`config.mk`:
```
export PLATFORM = sky130hd
export DESIGN_NAME = msadc_sequencer
export DESIGN_NICKNAME = d
export VERILOG_FILES = /design/src/msadc_pkg.sv /design/src/msadc_sequencer.sv
export VERILOG_INCLUDE_DIRS = /design/src
export SDC_FILE = /design/constraint.sdc
export NUM_CORES = 1
export LEC_CHECK = 0
export ABC_AREA = 1
export BUFFER_PORTS_ARGS = -buffer_cell sky130_fd_sc_hd__buf_2
export CAP_MARGIN = 5
export CORE_MARGIN = 5
export CORE_UTILIZATION = 50
export DETAILED_ROUTE_END_ITERATION = 10
export GPL_ROUTABILITY_DRIVEN = 0
export PLACE_DENSITY_LB_ADDON = 0.15
export SLEW_MARGIN = 20
export SYNTH_ARGS = -nofsm -noshare
export SYNTH_HDL_FRONTEND = slang
export SYNTH_SLANG_ARGS = --single-unit
```
`constraint.sdc`:
```
create_clock -name mclk_i -period 11.55 [get_ports mclk_i]
set_input_delay 2.31 -clock mclk_i [delete_from_list [all_inputs] [get_ports mclk_i]]
set_output_delay 2.31 -clock mclk_i [all_outputs]
set_load 0.03 [all_outputs]
```
`src/msadc_defines.svh`:
```
// Purpose: Timing constants and field layouts for the multi-slope converter sequencer.
// Assumes: System clock mclk_i at 50 MHz.
// Notes:   Times are kept in their own unit; cycle counts are derived from them.
`ifndef MSADC_DEFINES_SVH
`define MSADC_DEFINES_SVH

// ==========================================================================
// Clock and times
// ==========================================================================
`define CLK_HZ            50000000
`define SYNC_US           50
`define INTEGRATOR_RESET_DELAY_US     100
`define INTEGRATOR_RESET_LOW_US       500
`define HOLD_US           20
`define FAST_MIN_US       512
`define INTERIM_US        2000
`define CHARGE_US         10000
`define SYNC_CYC          ((`SYNC_US * (`CLK_HZ / 1000000)))
`define INTEGRATOR_RESET_DELAY_CYC    ((`INTEGRATOR_RESET_DELAY_US * (`CLK_HZ / 1000000)))
`define INTEGRATOR_RESET_LOW_CYC      ((`INTEGRATOR_RESET_LOW_US * (`CLK_HZ / 1000000)))
`define HOLD_CYC          ((`HOLD_US * (`CLK_HZ / 1000000)))
`define FAST_MIN_CYC      ((`FAST_MIN_US * (`CLK_HZ / 1000000)))
`define INTERIM_CYC       ((`INTERIM_US * (`CLK_HZ / 1000000)))
`define CHARGE_CYC        ((`CHARGE_US * (`CLK_HZ / 1000000)))
// A 4 MHz count tick is made from the 50 MHz clock by a fractional accumulator.
`define TICK_HZ           4000000
`define ACC_W             26
// Mode encodings, cycle figures and counter widths.
`define MODE_HIGH_SPEED   2'h0
`define MODE_NORMAL       2'h1
`define MODE_AVERAGE      2'h2
`define CYCLES_PER_MEAS   3'h5
`define SHIFT_CYCLE       3'h2
`define FAST_W            12
`define SLOW_W            7
`define TIMER_W           26
`endif

```
`src/msadc_pkg.sv`:
```
// Purpose: Types shared by the converter sequencer.
// Assumes: Field widths are written out by hand to match msadc_defines.svh.
// Notes:   Holds state enumeration and packed carriers.
`default_nettype none
package msadc_pkg;
   // Sequencer states with binary codes written out.
   typedef enum logic [3:0] {
      st_idle     = 4'b0000,
      st_sync     = 4'b0001,
      st_integrator_reset_dly = 4'b0010,
      st_hold1    = 4'b0011,
      st_charge   = 4'b0100,
      st_hold_a   = 4'b0101,
      st_fast     = 4'b0110,
      st_hold_b   = 4'b0111,
      st_slow     = 4'b1000,
      st_integrator_reset_low = 4'b1001,
      st_interim  = 4'b1010,
      st_hold2    = 4'b1011
   } seq_state_type;

   // Flags from the analog front end.
   typedef struct packed {
      logic charge_threshold_flag;
      logic slow_level_flag;
      logic zero_cross_flag;
      logic bridge_unbalanced_n;
   } afe_flags_type;

   // Controls toward the analog front end.
   typedef struct packed {
      logic phase_sync;
      logic integrator_reset;
      logic charge_enable;
      logic fast_discharge_n;
      logic slow_discharge_n;
      logic hold1;
      logic hold2;
      logic quadrature_shift;
      logic vector_select_a;
      logic vector_select_b;
      logic count_gate;
   } afe_ctrl_type;

   // Sequencer state; only the balance strobe register lies outside it.
   typedef struct packed {
      seq_state_type     state;
      logic [25:0]       timer;
      logic [2:0]        cycle;
      logic [1:0]        cycle_mode;
      logic [25:0]       acc;
      logic [11:0]       fast_cnt;
      logic [6:0]        slow_cnt;
      logic [11:0]       result_fast;
      logic [6:0]        result_slow;
      afe_ctrl_type      ctrl;
      logic              conversion_done;
      logic              unbalanced_indication;
      logic              overrange_detect;
      logic              busy;
      logic [1:0]        bal_sync;
      logic [5:0]        flag_sync;
   } seq_type;
endpackage
`default_nettype wire

```
`src/msadc_sequencer.sv`:
```
// Purpose: Sequencer that drives a multi-slope integrating converter through a measurement.
// Assumes: 50 MHz mclk_i, asynchronous active-high rst_i, front-end flags asynchronous.
// Notes:   An offset cycle, redone while the bridge is unbalanced, then four vector cycles; counts are read on conversion_done_o.
`include "msadc_defines.svh"
`default_nettype none
module msadc_sequencer #(
   parameter int unsigned CHARGE_CYC = `CHARGE_CYC,
   parameter int unsigned INTERIM_CYC = `INTERIM_CYC,
   parameter int unsigned FAST_MIN_CYC = `FAST_MIN_CYC
) (
   input  wire logic                  mclk_i,
   input  wire logic                  rst_i,
   input  wire logic                  trigger_i,
   input  wire logic [1:0]            mode_i,
   input  wire msadc_pkg::afe_flags_type flags_i,
   output logic                       balance_check_strobe_o,
   output msadc_pkg::afe_ctrl_type    ctrl_o,
   output logic [11:0]                result_fast_o,
   output logic [6:0]                 result_slow_o,
   output logic [2:0]                 result_cycle_o,
   output logic                       conversion_done_o,
   output logic                       unbalanced_indication_o,
   output logic                       overrange_detect_o,
   output logic                       busy_o
);
   msadc_pkg::seq_type s_reg;
   msadc_pkg::seq_type s_next;
   logic thr_f, slow_f, zero_f, bal_f, tick;
   logic balance_strobe_next;
   logic balance_strobe_reg;

   // Synchronised flags: second stage of each synchroniser only.
   assign thr_f  = s_reg.flag_sync[3];
   assign slow_f = s_reg.flag_sync[4];
   assign zero_f = s_reg.flag_sync[5];
   assign bal_f  = s_reg.bal_sync[1];
   // The 4 MHz tick is an accumulator carry, so the average rate is exact.
   assign tick   = ({1'b0, s_reg.acc} + `ACC_W'(`TICK_HZ)) >= 27'(`CLK_HZ);

   // ==========================================================================
   // Next-state logic
   // ==========================================================================
   always_comb begin
      s_next = s_reg;
      s_next.flag_sync = {s_reg.flag_sync[2:0], flags_i.zero_cross_flag,
                          flags_i.slow_level_flag, flags_i.charge_threshold_flag};
      s_next.bal_sync = {s_reg.bal_sync[0], flags_i.bridge_unbalanced_n};
      s_next.conversion_done = 1'b0;
      s_next.timer = s_reg.timer + 26'h000_0001;
      s_next.acc = tick ? 26'(s_reg.acc + `TICK_HZ - `CLK_HZ)
                        : 26'(s_reg.acc + `TICK_HZ);
      s_next.ctrl.hold1 = 1'b0;
      s_next.ctrl.hold2 = 1'b0;
      unique case (s_reg.state)
         msadc_pkg::st_idle: begin
            s_next.busy = 1'b0;
            if (trigger_i) begin
               s_next.state = msadc_pkg::st_sync;
               s_next.cycle = 3'h0; // Offset cycle first.
               s_next.cycle_mode = mode_i;
               s_next.busy = 1'b1;
               s_next.overrange_detect = 1'b0;
               s_next.unbalanced_indication = 1'b0;
               s_next.ctrl.quadrature_shift = 1'b0;
               s_next.ctrl.phase_sync = 1'b1;
               s_next.timer = 26'h000_0000;
            end
         end
         msadc_pkg::st_sync: begin
            if (s_reg.timer == 26'(`SYNC_CYC - 1)) begin
               s_next.ctrl.phase_sync = 1'b0;
               s_next.state = msadc_pkg::st_integrator_reset_dly;
               s_next.timer = 26'h000_0000;
            end
         end
         msadc_pkg::st_integrator_reset_dly: begin
            if (s_reg.timer == 26'(`INTEGRATOR_RESET_DELAY_CYC - 1)) begin
               s_next.ctrl.integrator_reset = 1'b1;
               s_next.state = msadc_pkg::st_hold1;
               s_next.timer = 26'h000_0000;
            end
         end
         msadc_pkg::st_hold1, msadc_pkg::st_hold2: begin
            // Input switch opened while the selector settles.
            s_next.ctrl.hold1 = (s_reg.state == msadc_pkg::st_hold1);
            s_next.ctrl.hold2 = (s_reg.state == msadc_pkg::st_hold2);
            if (s_reg.timer == 26'(`HOLD_CYC - 1)) begin
               s_next.ctrl.hold1 = 1'b0;
               s_next.ctrl.hold2 = 1'b0;
               s_next.ctrl.charge_enable = 1'b1;
               s_next.state = msadc_pkg::st_charge;
               s_next.timer = 26'h000_0000;
            end
         end
         msadc_pkg::st_charge: begin
            if (zero_f) begin
               // Zero crossing while charging means the input saturated.
               s_next.overrange_detect = 1'b1;
               s_next.ctrl = '0;
               s_next.ctrl.fast_discharge_n = 1'b1;
               s_next.ctrl.slow_discharge_n = 1'b1;
               s_next.state = msadc_pkg::st_idle;
            end else if (thr_f || s_reg.timer == 26'(CHARGE_CYC - 1)) begin // Cap bounds run.
               s_next.ctrl.charge_enable = 1'b0;
               if (s_reg.cycle == `SHIFT_CYCLE)
                  s_next.ctrl.quadrature_shift = 1'b1;
               s_next.state = msadc_pkg::st_hold_a;
               s_next.timer = 26'h000_0000;
            end
         end
         msadc_pkg::st_hold_a: begin
            if (s_reg.timer == 26'(`HOLD_CYC - 1)) begin
               s_next.ctrl.fast_discharge_n = 1'b0;
               s_next.ctrl.count_gate = 1'b1;
               s_next.fast_cnt = 12'h000;
               s_next.slow_cnt = 7'h00;
               s_next.state = msadc_pkg::st_fast;
               s_next.timer = 26'h000_0000;
            end
         end
         msadc_pkg::st_fast: begin
            if (tick)
               s_next.fast_cnt = s_reg.fast_cnt + 12'h001;
            if (slow_f && s_reg.timer >= 26'(FAST_MIN_CYC - 1)) begin
               s_next.ctrl.fast_discharge_n = 1'b1;
               s_next.ctrl.count_gate = 1'b0;
               s_next.state = msadc_pkg::st_hold_b;
               s_next.timer = 26'h000_0000;
            end
         end
         msadc_pkg::st_hold_b: begin
            if (s_reg.timer == 26'(`HOLD_CYC - 1)) begin
               s_next.ctrl.slow_discharge_n = 1'b0;
               s_next.ctrl.count_gate = 1'b1;
               s_next.state = msadc_pkg::st_slow;
               s_next.timer = 26'h000_0000;
            end
         end
         msadc_pkg::st_slow: begin
            if (tick) begin
               s_next.slow_cnt = s_reg.slow_cnt + 7'h01;
               if (s_reg.slow_cnt == 7'h7F)
                  s_next.fast_cnt = s_reg.fast_cnt + 12'h001; // Carry.
            end
            if (zero_f) begin
               s_next.ctrl.slow_discharge_n = 1'b1;
               s_next.ctrl.count_gate = 1'b0;
               s_next.result_fast = s_next.fast_cnt;
               s_next.result_slow = s_next.slow_cnt;
               s_next.conversion_done = 1'b1;
               s_next.timer = 26'h000_0000;
               if (s_reg.cycle == 3'h0) begin
                  if (!bal_f) begin
                     // Bridge unbalanced: redo only the offset cycle.
                     s_next.unbalanced_indication = 1'b1;
                     s_next.state = msadc_pkg::st_interim;
                  end else begin
                     s_next.unbalanced_indication = 1'b0;
                     s_next.ctrl.integrator_reset = 1'b0;
                     s_next.state = msadc_pkg::st_integrator_reset_low;
                  end
               end else begin
                  s_next.cycle = s_reg.cycle + 3'h1;
                  s_next.state = msadc_pkg::st_interim;
               end
            end
         end
         msadc_pkg::st_integrator_reset_low: begin
            if (s_reg.timer == 26'(`INTEGRATOR_RESET_LOW_CYC - 1)) begin
               s_next.ctrl.integrator_reset = 1'b1;
               s_next.cycle = 3'h1;
               s_next.state = msadc_pkg::st_interim;
               s_next.timer = 26'h000_0000;
            end
         end
         msadc_pkg::st_interim: begin
            if (s_reg.timer == 26'(INTERIM_CYC - 1)) begin
               s_next.timer = 26'h000_0000;
               if (s_reg.cycle == `CYCLES_PER_MEAS) begin
                  s_next.state = msadc_pkg::st_idle;
                  s_next.busy = 1'b0;
               end else begin
                  // Vector 1,3 pick the unknown; 2,4 the reference.
                  s_next.ctrl.vector_select_a = s_reg.cycle[0];
                  s_next.ctrl.vector_select_b = ~s_reg.cycle[0] & (s_reg.cycle != 3'h0);
                  s_next.state = msadc_pkg::st_hold2;
               end
            end
         end
         default: s_next.state = msadc_pkg::st_idle;
      endcase
      // Strobe marks where the bridge is sampled, at the end of offset slow discharge.
      balance_strobe_next = (s_reg.state == msadc_pkg::st_slow) &&
                            (s_next.state != msadc_pkg::st_slow) && (s_reg.cycle == 3'h0);
   end

   // ==========================================================================
   // State register
   // ==========================================================================
   // Reset leaves every analog control inactive except integrator_reset, which is held low until the reset delay ends.
   always_ff @(posedge mclk_i or posedge rst_i) begin
      if (rst_i) begin
         s_reg <= '0;
         s_reg.ctrl.fast_discharge_n <= 1'b1;
         s_reg.ctrl.slow_discharge_n <= 1'b1;
         s_reg.bal_sync <= 2'b11;
         balance_strobe_reg <= 1'b0;
      end else begin
         s_reg <= s_next;
         balance_strobe_reg <= balance_strobe_next;
      end
   end

   // Outputs come straight from the state register; the balance strobe comes from its own register.
   assign ctrl_o = s_reg.ctrl;
   assign result_fast_o = s_reg.result_fast;
   assign result_slow_o = s_reg.result_slow;
   assign result_cycle_o = s_reg.cycle;
   assign conversion_done_o = s_reg.conversion_done;
   assign unbalanced_indication_o = s_reg.unbalanced_indication;
   assign overrange_detect_o = s_reg.overrange_detect;
   assign busy_o = s_reg.busy;
   assign balance_check_strobe_o = balance_strobe_reg;
endmodule
`default_nettype wire

```
==> flow_results.xml, run 1 <==
<?xml version="1.0" encoding="UTF-8"?>
<metrics>
  <group name="synth">
    <metric name="synthesis.area_per_instance" unit="µm²">7.29</metric>
    <metric name="synth_largest_area_cell" unit="">dfrtp_1</metric>
    <metric name="netlist_area" unit="µm²">7240</metric>
    <metric name="syn_nets" unit="">1014</metric>
    <metric name="ys.flop_type" unit="">dfrtp_1</metric>
    <metric name="ys_top_cells_by_count" unit="">nand2_1, nor2_1, inv_1</metric>
    <metric name="post_synth_inst_count" unit="">994</metric>
    <metric name="synth-async-reset-ratio" unit="">1.00</metric>
    <metric name="yosys_register_bits" unit="">114</metric>
    <metric name="yosys_warning_total" unit="">0</metric>
    <metric name="synth_most_common_cell" unit="">nand2_1</metric>
    <metric name="sequential_to_total_area_share_from_yosys_stat" unit="">0.395</metric>
    <metric name="yosys.area.top_type_share" unit="">0.380</metric>
    <metric name="synth_enable_flop_cells" unit="">0</metric>
    <metric name="yosys.cell_types.count" unit="">46</metric>
    <metric name="netlist_top_cells_area" unit="">dfrtp_1, nand2_1, nor2_1</metric>
  </group>
  <group name="drt">
    <metric name="routed_wl" unit="µm">16300</metric>
    <metric name="route.detailed.drc" unit="">0</metric>
    <metric name="wl_per_cell" unit="µm">13.6</metric>
    <metric name="route.antenna.remaining_nets" unit="">0</metric>
    <metric name="drt_iter0_drc" unit="">508</metric>
    <metric name="vias" unit="">6226</metric>
    <metric name="vias_per_cell" unit="">5.18</metric>
    <metric name="drt_pass1_iterations" unit="">6</metric>
  </group>
  <group name="floorplanning">
    <metric name="die_width" unit="µm">130</metric>
    <metric name="initial_standard_cell_utilization_of_the_core" unit="">0.504</metric>
    <metric name="fp-row-count" unit="">44</metric>
    <metric name="die_height" unit="µm">130</metric>
    <metric name="core_area" unit="µm²">14400</metric>
    <metric name="top_level_ports" unit="">47</metric>
    <metric name="die_area" unit="µm²">17000</metric>
  </group>
  <group name="sta">
    <metric name="timing.clock.skew" unit="ns">0.0130</metric>
    <metric name="finalSetupTns" unit="ns">0</metric>
    <metric name="hold_violations" unit="">0</metric>
    <metric name="period_minus_slack" unit="ns">3.45</metric>
    <metric name="grt_setup_unrepaired" unit="">false</metric>
    <metric name="max_clk_rate" unit="MHz">290</metric>
    <metric name="timing.final.max_slew_violations" unit="">0</metric>
    <metric name="worst_pin_slew" unit="ns">0.998</metric>
    <metric name="min_period_over_period" unit="">0.299</metric>
    <metric name="setup_viol_count_final" unit="">0</metric>
    <metric name="layout_setup_ws" unit="ns">8.10</metric>
    <metric name="worst_slew_margin_rel" unit="">0.334</metric>
  </group>
  <group name="cells_and_area">
    <metric name="layout_cell_share_with_drive_strength_beyond_1" unit="">0.111</metric>
    <metric name="nets" unit="">1025</metric>
    <metric name="final_cells" unit="">1202</metric>
    <metric name="largest_reg_flops" unit="">71</metric>
    <metric name="insertedDiodeCount" unit="">0</metric>
    <metric name="syn_to_final_growth" unit="%">10.0</metric>
  </group>
  <group name="global_route">
    <metric name="gr-usage-all-layers" unit="">0.203</metric>
    <metric name="grt_overflow" unit="">0</metric>
    <metric name="grt_pass1_vias" unit="">5962</metric>
    <metric name="use_met3" unit="">0.0467</metric>
    <metric name="antenna_found_initial" unit="">0</metric>
    <metric name="global_route_track_usage_on_met2" unit="">0.333</metric>
    <metric name="grt_first_pass_wirelength" unit="µm">27800</metric>
    <metric name="grt.met1_usage" unit="">0.273</metric>
    <metric name="global_route.peak_usage_layer" unit="">met2</metric>
    <metric name="grt_start_max_net_pins" unit="">76</metric>
  </group>
  <group name="power_and_ir_drop">
    <metric name="p_sw" unit="mW">0.190</metric>
    <metric name="power_report.internal_total" unit="mW">0.767</metric>
    <metric name="power.combinational.fraction" unit="">0.010</metric>
    <metric name="leakagePower" unit="nW">4.05</metric>
    <metric name="ir_drop" unit="mV">0.102</metric>
    <metric name="power.sequential.fraction" unit="">0.420</metric>
    <metric name="swShare" unit="">0.198</metric>
    <metric name="fin_total_pwr" unit="mW">0.957</metric>
    <metric name="clockPowerShare" unit="">0.570</metric>
    <metric name="p_per_area" unit="nW/µm²">120</metric>
  </group>
  <group name="clock_tree">
    <metric name="clock_tree.htree_level_count" unit="">4</metric>
    <metric name="cts_buffer_depth" unit="">2</metric>
    <metric name="cts_root_buffer" unit="">clkbuf_16</metric>
    <metric name="insertion_delay" unit="ns">0.42</metric>
    <metric name="cts.clk_slew.worst_paths" unit="ns">0.06</metric>
    <metric name="cts_hold_buf" unit="">0</metric>
    <metric name="cts_buffers" unit="">17</metric>
    <metric name="cts_tree" unit="">built</metric>
    <metric name="buffer_count_from_post_cts_setup_fixing" unit="">0</metric>
    <metric name="tritoncts_num_sinks" unit="">114</metric>
    <metric name="cts_resized" unit="">0</metric>
  </group>
  <group name="placed_design">
    <metric name="dp_hpwl" unit="µm">11400</metric>
    <metric name="placed_cells_incl_taps" unit="">1170</metric>
    <metric name="pre_cts_slack" unit="ns">7.59</metric>
    <metric name="buffer_ports.inserted" unit="">44</metric>
  </group>
  <group name="critical_path">
    <metric name="worst-setup-path-type" unit="">in2reg</metric>
    <metric name="crit_path_start_kind" unit="">input port</metric>
    <metric name="critPathRequiredTime" unit="ns">11.82</metric>
    <metric name="path_max_fanout" unit="">26</metric>
    <metric name="critical_path_arrival" unit="ns">3.72</metric>
    <metric name="cp-end-kind" unit="">flop</metric>
  </group>
  <group name="worst_hold_path">
    <metric name="min-delay-path-class" unit="">reg2reg</metric>
  </group>
  <group name="flow_run">
    <metric name="max_cap_violations" unit="">0</metric>
  </group>
  <group name="status">
    <metric name="outcome" unit="">finished, final reports clean</metric>
  </group>
</metrics>
==> worst max-delay path, cell delays in order <==
cell and delay, ns:
buf_2 0.10, nor2_1 0.04, inv_1 0.07, nand2_1 0.08
a21oi_1 0.11, nand4_1 0.11, nor2_2 0.77, nor2_1 0.11
==> cell type report <==
type	count	area, µm²
Sequential cell	114	2860
Timing Repair Buffer	48	250
Multi-Input combinational cell	699	3550
Inverter	125	472
Fill cell	1406	6400
Clock buffer	21	450
Clock inverter	11	164
Tap cell	184	230
==> per-layer routing <==
| metal | up-vias | part of all wire |
|---|---|---|
| met3 | 15 | 0.044 |
| met5 | - | 0 |
| met1 | 2877 | 0.47 |
| li1 | 3213 | - |
| met2 | 121 | 0.47 |
| met4 | 0 | 0.011 |
==> logic make-up after synthesis <==
group,Yosys count,synth area share
flip-flops,114,0.395
AND/OR/NAND/NOR,538,0.336
AO/OA/AOI/OAI,105,0.0802
buffers and inverters,181,0.116
XOR/XNOR,45,0.0544
adder cells (fa/ha/maj),11,0.0190
==> layout by cell type (no fill, tap or decap), types with 3 or more instances in the layout <==
master     Yosys  final
a21oi_1       40     40
buf_2          8     44
buf_4         34      4
bufinv_16      0      4
clkbuf_1      10      3
clkbuf_16      0     17
clkinv_2       0      4
dfrtp_1      110    110
dfstp_2        4      4
ha_1          11     11
inv_1        122    121
inv_2          3      3
nand2_1      222    222
nand2_2        7      7
nand3_1       77     77
nand3_4        3      3
nand4_1       41     41
nor2_1       141    141
nor2_2         4      4
nor2_4         3      3
nor3_1        20     20
nor3_2         3      3
nor4_1         8      8
o21ai_0       33     33
o21ai_1       12     12
xnor2_1        5      5
xor2_1        40     40
==> final timing paths <==
| check | start | cells past startpoint | end | slack [ns] |
|---|---|---|---|---|
| min in group asynchronous | rst_i | 2 | s_reg[71] | 1.95 |
| setup reg to reg | s_reg[69] | 13 | result_slow_o[5] | 8.27 |
| hold / removal | s_next[4] | 0 | s_reg[4] | 0.35 |
| hold reg to reg | s_next[4] | 0 | s_reg[4] | 0.35 |
| setup / recovery | trigger_i | 8 | s_reg[113] | 8.10 |
| max in group asynchronous | rst_i | 3 | ctrl_o[9] | 8.28 |
==> through the flow <==
step	hold WS, ns	cell area (µm²)	util
floorplan	0.331	7240	-
global placement	0.332	7360	0.512
detailed placement	0.337	7360	0.512
CTS	0.350	7970	0.555
global route	0.358	7970	0.555
finish	0.347	7970	0.555
==> power by group through the flow <==
stage          combinational (mW)  sequential [mW]  clock [mW]
6_report                  0.00962            0.402       0.545
5_1_grt                    0.0117            0.402       0.574
4_1_cts                    0.0104            0.402       0.558
3_5_place_dp               0.0104            0.409           0
3_3_place_gp               0.0103            0.409           0
2_1_floorplan             0.00625            0.409           0
Power figures use the tool's default switching activity.
==> run 2: changes to the inputs <==
--- a/config.mk
+++ b/config.mk
@@ -6,7 +6,7 @@
 export SDC_FILE = /design/constraint.sdc
 export NUM_CORES = 1
 export LEC_CHECK = 0
-export ABC_AREA = 1
+export ABC_AREA = 0
 export BUFFER_PORTS_ARGS = -buffer_cell sky130_fd_sc_hd__buf_2
 export CAP_MARGIN = 5
 export CORE_MARGIN = 5
==> constraint.sdc (replaced) <==
create_clock -name mclk_i -period 3.4 [get_ports mclk_i]
set_input_delay 0.68 -clock mclk_i [delete_from_list [all_inputs] [get_ports mclk_i]]
set_output_delay 0.68 -clock mclk_i [all_outputs]
set_load 0.03 [all_outputs]
==> run 2 against run 1 <==
Net effect: combinational power grew to 3.7 times the previous value; critical path type is now reg2reg; register-to-register slack worse by 8.0 ns; clock skew is 0.0042 ns lower; via count is 13% lower; hold slack worse by 0.019 ns; synthesized area is 6.8% lower; global-route usage is 1.4 points lower; total power grew to 3.5 times the previous value.
==> flow_results.xml, run 2 <==
<?xml version="1.0" encoding="UTF-8"?>
<metrics>
  <group name="status">
    <metric name="outcome" unit="">finished, final reports clean</metric>
  </group>
  <group name="clock_tree">
    <metric name="cts_buffers" unit="">17</metric>
    <metric name="cts_buffer_depth" unit="">2</metric>
    <metric name="buffer_count_from_post_cts_setup_fixing" unit="">0</metric>
    <metric name="cts_root_buffer" unit="">clkbuf_16</metric>
    <metric name="cts_resized" unit="">0</metric>
    <metric name="cts_hold_buf" unit="">0</metric>
    <metric name="clock_tree.htree_level_count" unit="">4</metric>
    <metric name="cts.clk_slew.worst_paths" unit="ns">0.06</metric>
    <metric name="insertion_delay" unit="ns">0.42</metric>
    <metric name="cts_tree" unit="">built</metric>
    <metric name="tritoncts_num_sinks" unit="">114</metric>
  </group>
  <group name="drt">
    <metric name="vias" unit="">5434</metric>
    <metric name="vias_per_cell" unit="">5.72</metric>
    <metric name="drt_iter0_drc" unit="">423</metric>
    <metric name="route.antenna.remaining_nets" unit="">0</metric>
    <metric name="wl_per_cell" unit="µm">15.4</metric>
    <metric name="routed_wl" unit="µm">14700</metric>
    <metric name="drt_pass1_iterations" unit="">5</metric>
    <metric name="route.detailed.drc" unit="">0</metric>
  </group>
  <group name="critical_path">
    <metric name="critPathRequiredTime" unit="ns">3.71</metric>
    <metric name="crit_path_start_kind" unit="">flop</metric>
    <metric name="path_max_fanout" unit="">12</metric>
    <metric name="ff_to_ff_setup_slack" unit="ns">0.31</metric>
    <metric name="worst_r2r_endpoint" unit="">s_reg[49]</metric>
    <metric name="worst_path_max_delay_cell" unit="">dfrtp_1</metric>
    <metric name="timing.critical_path.slowest_cell_delay" unit="ns">0.57</metric>
    <metric name="regToRegStartpoint" unit="">s_reg[71]</metric>
    <metric name="worstPathCellList" unit="">a31o_2 &gt; a311oi_2 &gt; or3_1 &gt; a211oi_2 &gt; o2111ai_1 &gt; nand2_2 &gt; nand2_2 &gt; a22o_1 &gt; mux2_2</metric>
    <metric name="critical_path_arrival" unit="ns">3.40</metric>
    <metric name="timing.critical_path.max_delay_family" unit="">compound AO/OA/AOI/OAI gates</metric>
    <metric name="worst-setup-path-type" unit="">reg2reg</metric>
    <metric name="number_of_buffers_and_inverters_on_the_critical_path" unit="">0</metric>
    <metric name="rr_worst_depth" unit="">9</metric>
    <metric name="cp-end-kind" unit="">flop</metric>
    <metric name="worst_path_most_repeated_cell" unit="">nand2_2</metric>
  </group>
  <group name="floorplanning">
    <metric name="initial_standard_cell_utilization_of_the_core" unit="">0.510</metric>
    <metric name="core_area" unit="µm²">13200</metric>
    <metric name="fp-row-count" unit="">42</metric>
    <metric name="top_level_ports" unit="">47</metric>
    <metric name="die_width" unit="µm">126</metric>
    <metric name="die_height" unit="µm">126</metric>
    <metric name="die_area" unit="µm²">15900</metric>
  </group>
  <group name="synth">
    <metric name="ys.flop_type" unit="">dfrtp_1</metric>
    <metric name="sequential_to_total_area_share_from_yosys_stat" unit="">0.423</metric>
    <metric name="synth-adder-area-share" unit="">0.0204</metric>
    <metric name="yosys.cell_types.count" unit="">71</metric>
    <metric name="yosys-mux-area-fraction" unit="">0.0106</metric>
    <metric name="syn_nets" unit="">769</metric>
    <metric name="synthXorXnorAreaFrac" unit="">0.0921</metric>
    <metric name="synthSimpleGateAreaFrac" unit="">0.220</metric>
    <metric name="yosys.area.top_type_share" unit="">0.408</metric>
    <metric name="ys_top_cells_by_count" unit="">dfrtp_1, nand2_1, nor2_1</metric>
    <metric name="largest_family_of_logic_cells_by_synthesized_area" unit="">simple AND/OR/NAND/NOR gates</metric>
    <metric name="synth-async-reset-ratio" unit="">1.00</metric>
    <metric name="synthesis.area_per_instance" unit="µm²">9.01</metric>
    <metric name="netlist_top_cells_area" unit="">dfrtp_1, xnor2_1, nand2_1</metric>
    <metric name="synth_enable_flop_cells" unit="">0</metric>
    <metric name="yosys_register_bits" unit="">114</metric>
    <metric name="synth_largest_area_cell" unit="">dfrtp_1</metric>
    <metric name="post_synth_inst_count" unit="">749</metric>
    <metric name="synth_most_common_cell" unit="">dfrtp_1</metric>
    <metric name="netlist_area" unit="µm²">6750</metric>
    <metric name="yosys_warning_total" unit="">0</metric>
    <metric name="synth_compound_gate_area_share" unit="">0.159</metric>
  </group>
  <group name="sta">
    <metric name="worst_pin_slew" unit="ns">0.682</metric>
    <metric name="timing.final.max_slew_violations" unit="">0</metric>
    <metric name="grt_setup_unrepaired" unit="">false</metric>
    <metric name="setup_viol_count_final" unit="">0</metric>
    <metric name="min_period_over_period" unit="">0.909</metric>
    <metric name="max_clk_rate" unit="MHz">324</metric>
    <metric name="period_minus_slack" unit="ns">3.09</metric>
    <metric name="hold_violations" unit="">0</metric>
    <metric name="timing.clock.skew" unit="ns">0.00886</metric>
    <metric name="worst_slew_margin_rel" unit="">0.544</metric>
    <metric name="finalSetupTns" unit="ns">0</metric>
    <metric name="layout_setup_ws" unit="ns">0.310</metric>
  </group>
  <group name="power_and_ir_drop">
    <metric name="leakagePower" unit="nW">3.39</metric>
    <metric name="p_per_area" unit="nW/µm²">441</metric>
    <metric name="fin_total_pwr" unit="mW">3.35</metric>
    <metric name="ir_drop" unit="mV">0.313</metric>
  </group>
  <group name="global_route">
    <metric name="grt_start_max_net_pins" unit="">55</metric>
    <metric name="grt_overflow" unit="">0</metric>
    <metric name="grt_pass1_vias" unit="">5132</metric>
    <metric name="antenna_found_initial" unit="">0</metric>
    <metric name="gr-usage-all-layers" unit="">0.189</metric>
    <metric name="grt_first_pass_wirelength" unit="µm">24900</metric>
  </group>
  <group name="cells_and_area">
    <metric name="insertedDiodeCount" unit="">0</metric>
    <metric name="final_common_cell" unit="">dfrtp_1</metric>
    <metric name="layout_cell_share_with_drive_strength_beyond_1" unit="">0.147</metric>
    <metric name="layout.core_utilization" unit="">0.573</metric>
    <metric name="nets" unit="">782</metric>
    <metric name="syn_to_final_growth" unit="%">12.4</metric>
    <metric name="most-common-layout-cells" unit="">dfrtp_1, nand2_1, nor2_1, buf_2, xnor2_1</metric>
    <metric name="filler_cell_count" unit="">1193</metric>
    <metric name="largest_reg_flops" unit="">71</metric>
  </group>
  <group name="worst_hold_path">
    <metric name="min-delay-path-class" unit="">in2async</metric>
  </group>
  <group name="placed_design">
    <metric name="pre_cts_slack" unit="ns">0.342</metric>
    <metric name="dp_hpwl" unit="µm">10200</metric>
    <metric name="buffer_ports.inserted" unit="">44</metric>
  </group>
  <group name="flow_run">
    <metric name="max_cap_violations" unit="">0</metric>
  </group>
</metrics>
-- run 2: cell types whose count changed in the layout (fill, tap and decap cells not counted), sizes merged, moves of 14 or more --
cell,delta
a21oi,-14
and3,+18
inv,-105
nand2,-146
nand3,-42
nand4,-30
nor2,-80
xnor2,+35
-- run 2: final cells by class --
cell class              instances  area, µm²  share of cell area
clock buffers                  21        460              0.0607
multi-input cells             546       3390               0.447
well taps                     176        220              0.0290
repair buffers                 61        385              0.0508
flip-flops and latches        114       2860               0.377
inverters                      22       86.3              0.0114
clock inverters                10        181              0.0239
-- run 2: report_power, final --
group          total [mW]  internal (mW)  leakage [nW]  switching, mW
sequential           1.37           1.36          1.45        0.00481
combinational      0.0353        0.00660          1.63         0.0287
clock                1.94           1.33         0.313          0.613
total                3.35           2.70          3.39          0.647
-- run 2: cells by family (layout without fill, tap and decap cells) --
logic type,Yosys count,after routing
AO/OA/AOI/OAI,157,157
flip-flops,114,114
multiplexers,7,7
buffers and inverters,89,114
XOR/XNOR,71,71
AND/OR/NAND/NOR,300,300
adder cells (fa/ha/maj),11,11
-- run 2: per-layer routing --
layer	wire [µm]	global-route usage	vias to the layer above
li1	-	-	2660
met1	6950	0.259	2586
met2	6650	0.295	162
met3	802	0.0445	26
met4	265	0.0688	0
met5	0	0	-
-- run 2: how the worst max path moves through the flow --
stage	start	endpoint	slack, ns	cells after the start
after floorplan	s_reg[69]	s_reg[49]	0.51	13
after global placement	s_reg[71]	s_reg[49]	0.39	9
after detailed placement	s_reg[69]	s_reg[49]	0.34	11
after CTS	s_reg[69]	s_reg[49]	0.32	11
after global routing	s_reg[69]	s_reg[47]	0.11	12
final	s_reg[71]	s_reg[49]	0.31	9
-- run 2: worst register-to-register path: stages (launching register included) --
cell and delay [ns]:
dfrtp_1 0.57, a31o_2 0.33, a311oi_2 0.16, or3_1 0.37
a211oi_2 0.32, o2111ai_1 0.22, nand2_2 0.18, nand2_2 0.11
a22o_1 0.41, mux2_2 0.32
-- run 2: per-stage QoR --
step           cell area [µm²]  std cells  hold WS (ns)
2_1_floorplan             6750        749         0.331
3_3_place_gp              6940        919         0.336
3_5_place_dp              6940        919         0.342
4_1_cts                   7580        950         0.341
5_1_grt                   7580        950         0.350
6_report                  7580        950         0.328
==> run 3: changes to the inputs <==
--- a/config.mk
+++ b/config.mk
@@ -6,7 +6,7 @@
 export SDC_FILE = /design/constraint.sdc
 export NUM_CORES = 1
 export LEC_CHECK = 0
-export ABC_AREA = 0
+export ABC_AREA = 1
 export BUFFER_PORTS_ARGS = -buffer_cell sky130_fd_sc_hd__buf_2
 export CAP_MARGIN = 5
 export CORE_MARGIN = 5
@@ -14,6 +14,7 @@
 export DETAILED_ROUTE_END_ITERATION = 10
 export GPL_ROUTABILITY_DRIVEN = 0
 export PLACE_DENSITY_LB_ADDON = 0.15
+export REMOVE_ABC_BUFFERS = 1
 export SLEW_MARGIN = 20
 export SYNTH_ARGS = -nofsm -noshare
 export SYNTH_HDL_FRONTEND = slang
==> run 3 against run 2 <==
Net effect: sequential power barely moved; routed wire length increased by 12%; die area increased by 6.7%; clock skew fell by 0.00071 ns; first-iteration DRC count is 7.8% lower; via count is 16% higher; sequential cell count stayed put; clock-buffer cell count is 1 higher; core utilization is 0.71 points lower; sequential share of layout area fell by 2.5 points; cell count grew 28%.
==> flow_results.xml, run 3 (synthesis gave the netlist of run 1 again) <==
<?xml version="1.0" encoding="UTF-8"?>
<metrics>
  <group name="status">
    <metric name="outcome" unit="">finished, final reports clean</metric>
  </group>
  <group name="critical_path">
    <metric name="critical_path_arrival" unit="ns">3.27</metric>
    <metric name="ff_to_ff_setup_slack" unit="ns">0.43</metric>
    <metric name="crit_path_start_kind" unit="">flop</metric>
    <metric name="cp-end-kind" unit="">flop</metric>
    <metric name="worst-setup-path-type" unit="">reg2reg</metric>
    <metric name="worst_path_most_repeated_cell" unit="">nand2_1</metric>
    <metric name="path_max_fanout" unit="">30</metric>
    <metric name="worst_path_max_delay_cell" unit="">dfrtp_1</metric>
    <metric name="worstPathCellList" unit="">ha_1 &gt; nand2_1 &gt; a21oi_2 &gt; nand2_2 &gt; nand2_1 &gt; nand2_1 &gt; nand2_2 &gt; nand3_1 &gt; nor2_1 &gt; nand3_4 &gt; nand3_4 &gt; buf_4 &gt; nand4_1 &gt; xor2_1</metric>
    <metric name="rr_worst_depth" unit="">14</metric>
    <metric name="critPathRequiredTime" unit="ns">3.70</metric>
    <metric name="regToRegStartpoint" unit="">s_reg[70]</metric>
    <metric name="worst_r2r_endpoint" unit="">s_reg[75]</metric>
    <metric name="timing.critical_path.slowest_cell_delay" unit="ns">0.44</metric>
  </group>
  <group name="clock_tree">
    <metric name="cts_hold_buf" unit="">0</metric>
    <metric name="cts.clk_slew.worst_paths" unit="ns">0.05</metric>
    <metric name="insertion_delay" unit="ns">0.42</metric>
    <metric name="cts_tree" unit="">built</metric>
    <metric name="clock_tree.htree_level_count" unit="">4</metric>
    <metric name="cts_resized" unit="">0</metric>
    <metric name="cts_buffers" unit="">17</metric>
    <metric name="cts_root_buffer" unit="">clkbuf_16</metric>
    <metric name="buffer_count_from_post_cts_setup_fixing" unit="">0</metric>
    <metric name="tritoncts_num_sinks" unit="">114</metric>
    <metric name="cts_buffer_depth" unit="">2</metric>
  </group>
  <group name="drt">
    <metric name="routed_wl" unit="µm">16400</metric>
    <metric name="vias_per_cell" unit="">5.21</metric>
    <metric name="top_signal_layer_used" unit="">met4</metric>
    <metric name="drt_pass1_iterations" unit="">5</metric>
    <metric name="route.detailed.drc" unit="">0</metric>
    <metric name="drt_iter0_drc" unit="">390</metric>
    <metric name="vias" unit="">6311</metric>
    <metric name="routed_wl_met3" unit="µm">753</metric>
    <metric name="wirelength_met1" unit="µm">7650</metric>
    <metric name="route.antenna.remaining_nets" unit="">0</metric>
    <metric name="routed-wl-met2" unit="µm">7770</metric>
    <metric name="wl_per_cell" unit="µm">13.5</metric>
  </group>
  <group name="power_and_ir_drop">
    <metric name="p_per_area" unit="nW/µm²">424</metric>
    <metric name="leakagePower" unit="nW">4.14</metric>
    <metric name="clockPowerShare" unit="">0.593</metric>
    <metric name="ir_drop" unit="mV">0.364</metric>
    <metric name="power.sequential.fraction" unit="">0.397</metric>
    <metric name="p_sw" unit="mW">0.647</metric>
    <metric name="power.combinational.fraction" unit="">0.010</metric>
    <metric name="power_report.internal_total" unit="mW">2.80</metric>
    <metric name="swShare" unit="">0.188</metric>
  </group>
  <group name="cells_and_area">
    <metric name="filler_cell_count" unit="">1358</metric>
    <metric name="layout.core_utilization" unit="">0.566</metric>
    <metric name="layout_cell_share_with_drive_strength_beyond_1" unit="">0.121</metric>
    <metric name="largest_reg_flops" unit="">71</metric>
    <metric name="syn_to_final_growth" unit="%">12.2</metric>
    <metric name="nets" unit="">1036</metric>
    <metric name="final_common_cell" unit="">nand2_1</metric>
    <metric name="most-common-layout-cells" unit="">nand2_1, nor2_1, inv_1, dfrtp_1, nand3_1</metric>
    <metric name="insertedDiodeCount" unit="">0</metric>
  </group>
  <group name="global_route">
    <metric name="grt_overflow" unit="">0</metric>
    <metric name="gr-usage-all-layers" unit="">0.206</metric>
    <metric name="grt_start_max_net_pins" unit="">88</metric>
    <metric name="grt_first_pass_wirelength" unit="µm">28000</metric>
    <metric name="antenna_found_initial" unit="">0</metric>
    <metric name="grt_pass1_vias" unit="">5950</metric>
  </group>
  <group name="floorplanning">
    <metric name="initial_standard_cell_utilization_of_the_core" unit="">0.504</metric>
    <metric name="fp-row-count" unit="">44</metric>
    <metric name="die_area" unit="µm²">17000</metric>
    <metric name="top_level_ports" unit="">47</metric>
    <metric name="die_height" unit="µm">130</metric>
    <metric name="core_area" unit="µm²">14400</metric>
    <metric name="die_width" unit="µm">130</metric>
  </group>
  <group name="flow_run">
    <metric name="max_cap_violations" unit="">0</metric>
  </group>
  <group name="sta">
    <metric name="min_period_over_period" unit="">0.873</metric>
    <metric name="setup_viol_count_final" unit="">0</metric>
    <metric name="period_minus_slack" unit="ns">2.97</metric>
    <metric name="grt_setup_unrepaired" unit="">false</metric>
    <metric name="max_clk_rate" unit="MHz">337</metric>
    <metric name="hold-worst-slack" unit="ns">0.245</metric>
    <metric name="timing.final.max_slew_violations" unit="">0</metric>
    <metric name="timing.clock.skew" unit="ns">0.00815</metric>
    <metric name="hold_violations" unit="">0</metric>
    <metric name="worst_slew_margin_rel" unit="">0.559</metric>
    <metric name="worst_pin_slew" unit="ns">0.655</metric>
  </group>
  <group name="worst_hold_path">
    <metric name="min-delay-path-class" unit="">in2async</metric>
  </group>
  <group name="placed_design">
    <metric name="dp_hpwl" unit="µm">11500</metric>
    <metric name="buffer_ports.inserted" unit="">44</metric>
  </group>
</metrics>
run 3: cell count changes in the layout (fill, tap and decap cells not counted), moves of 11 or more:
cell / previous run / this run
a21oi_1: 27 / 40
a31oi_1: 14 / 2
and3_1: 18 / 0
inv_1: 19 / 121
nand2_1: 82 / 222
nand3_1: 39 / 77
nand4_1: 13 / 41
nor2_1: 69 / 141
or3_1: 11 / 0
xnor2_1: 40 / 5
run 3: layout make-up:
| cell class | count | area [µm²] | area share |
|---|---|---|---|
| Clock inverter | 9 | 201 | 0.0248 |
| Tap cell | 184 | 230 | 0.0283 |
| Multi-Input combinational cell | 699 | 3550 | 0.436 |
| Inverter | 125 | 472 | 0.0580 |
| Sequential cell | 114 | 2860 | 0.352 |
| Timing Repair Buffer | 59 | 345 | 0.0425 |
| Clock buffer | 22 | 474 | 0.0584 |
run 3: how the worst max path moves through the flow:
stage,start,to,slack [ns]
2_1_floorplan,rst_i,balance_check_strobe_o,-0.29
3_3_place_gp,s_reg[70],s_reg[75],0.50
3_5_place_dp,s_reg[70],s_reg[75],0.47
4_1_cts,s_reg[70],s_reg[75],0.44
5_1_grt,s_reg[70],s_reg[75],0.12
6_report,s_reg[70],s_reg[75],0.43
run 3: power by group through the flow:
stage | sequential, mW | clock, mW | combinational [mW]
after global routing | 1.37 | 2.14 | 0.0414
after floorplan | 1.39 | 0 | 0.0212
after CTS | 1.37 | 2.08 | 0.0369
after detailed placement | 1.39 | 0 | 0.0372
after global placement | 1.39 | 0 | 0.0364
final | 1.37 | 2.04 | 0.0341
run 3: metrics by stage:
stage	cell area [µm²]	TNS, ns	setup WS [ns]	std cells	total power [mW]
2_1_floorplan	6870	-31.80	-0.289	938	1.41
3_3_place_gp	7450	0	0.498	1181	1.43
3_5_place_dp	7450	0	0.473	1181	1.43
4_1_cts	8130	0	0.444	1212	3.48
5_1_grt	8130	0	0.125	1212	3.54
6_report	8130	0	0.433	1212	3.44
run 3: routing by layer:
metal	vias to the layer above	track usage
met5	-	0
met3	23	0.0471
li1	3231	-
met2	130	0.330
met1	2927	0.280
met4	0	0.0611
run 3: critical path: cells and delay by family (launching register included):
| family | cells | cell delay, ns |
|---|---|---|
| DFF | 1 | 0.44 |
| buffers and inverters | 1 | 0.26 |
| adders and majority gates | 1 | 0.22 |
| AOI/OAI and AO/OA | 1 | 0.19 |
| xor gates and xnor gates | 1 | 0.16 |
| and+or+nand+nor | 10 | 1.58 |
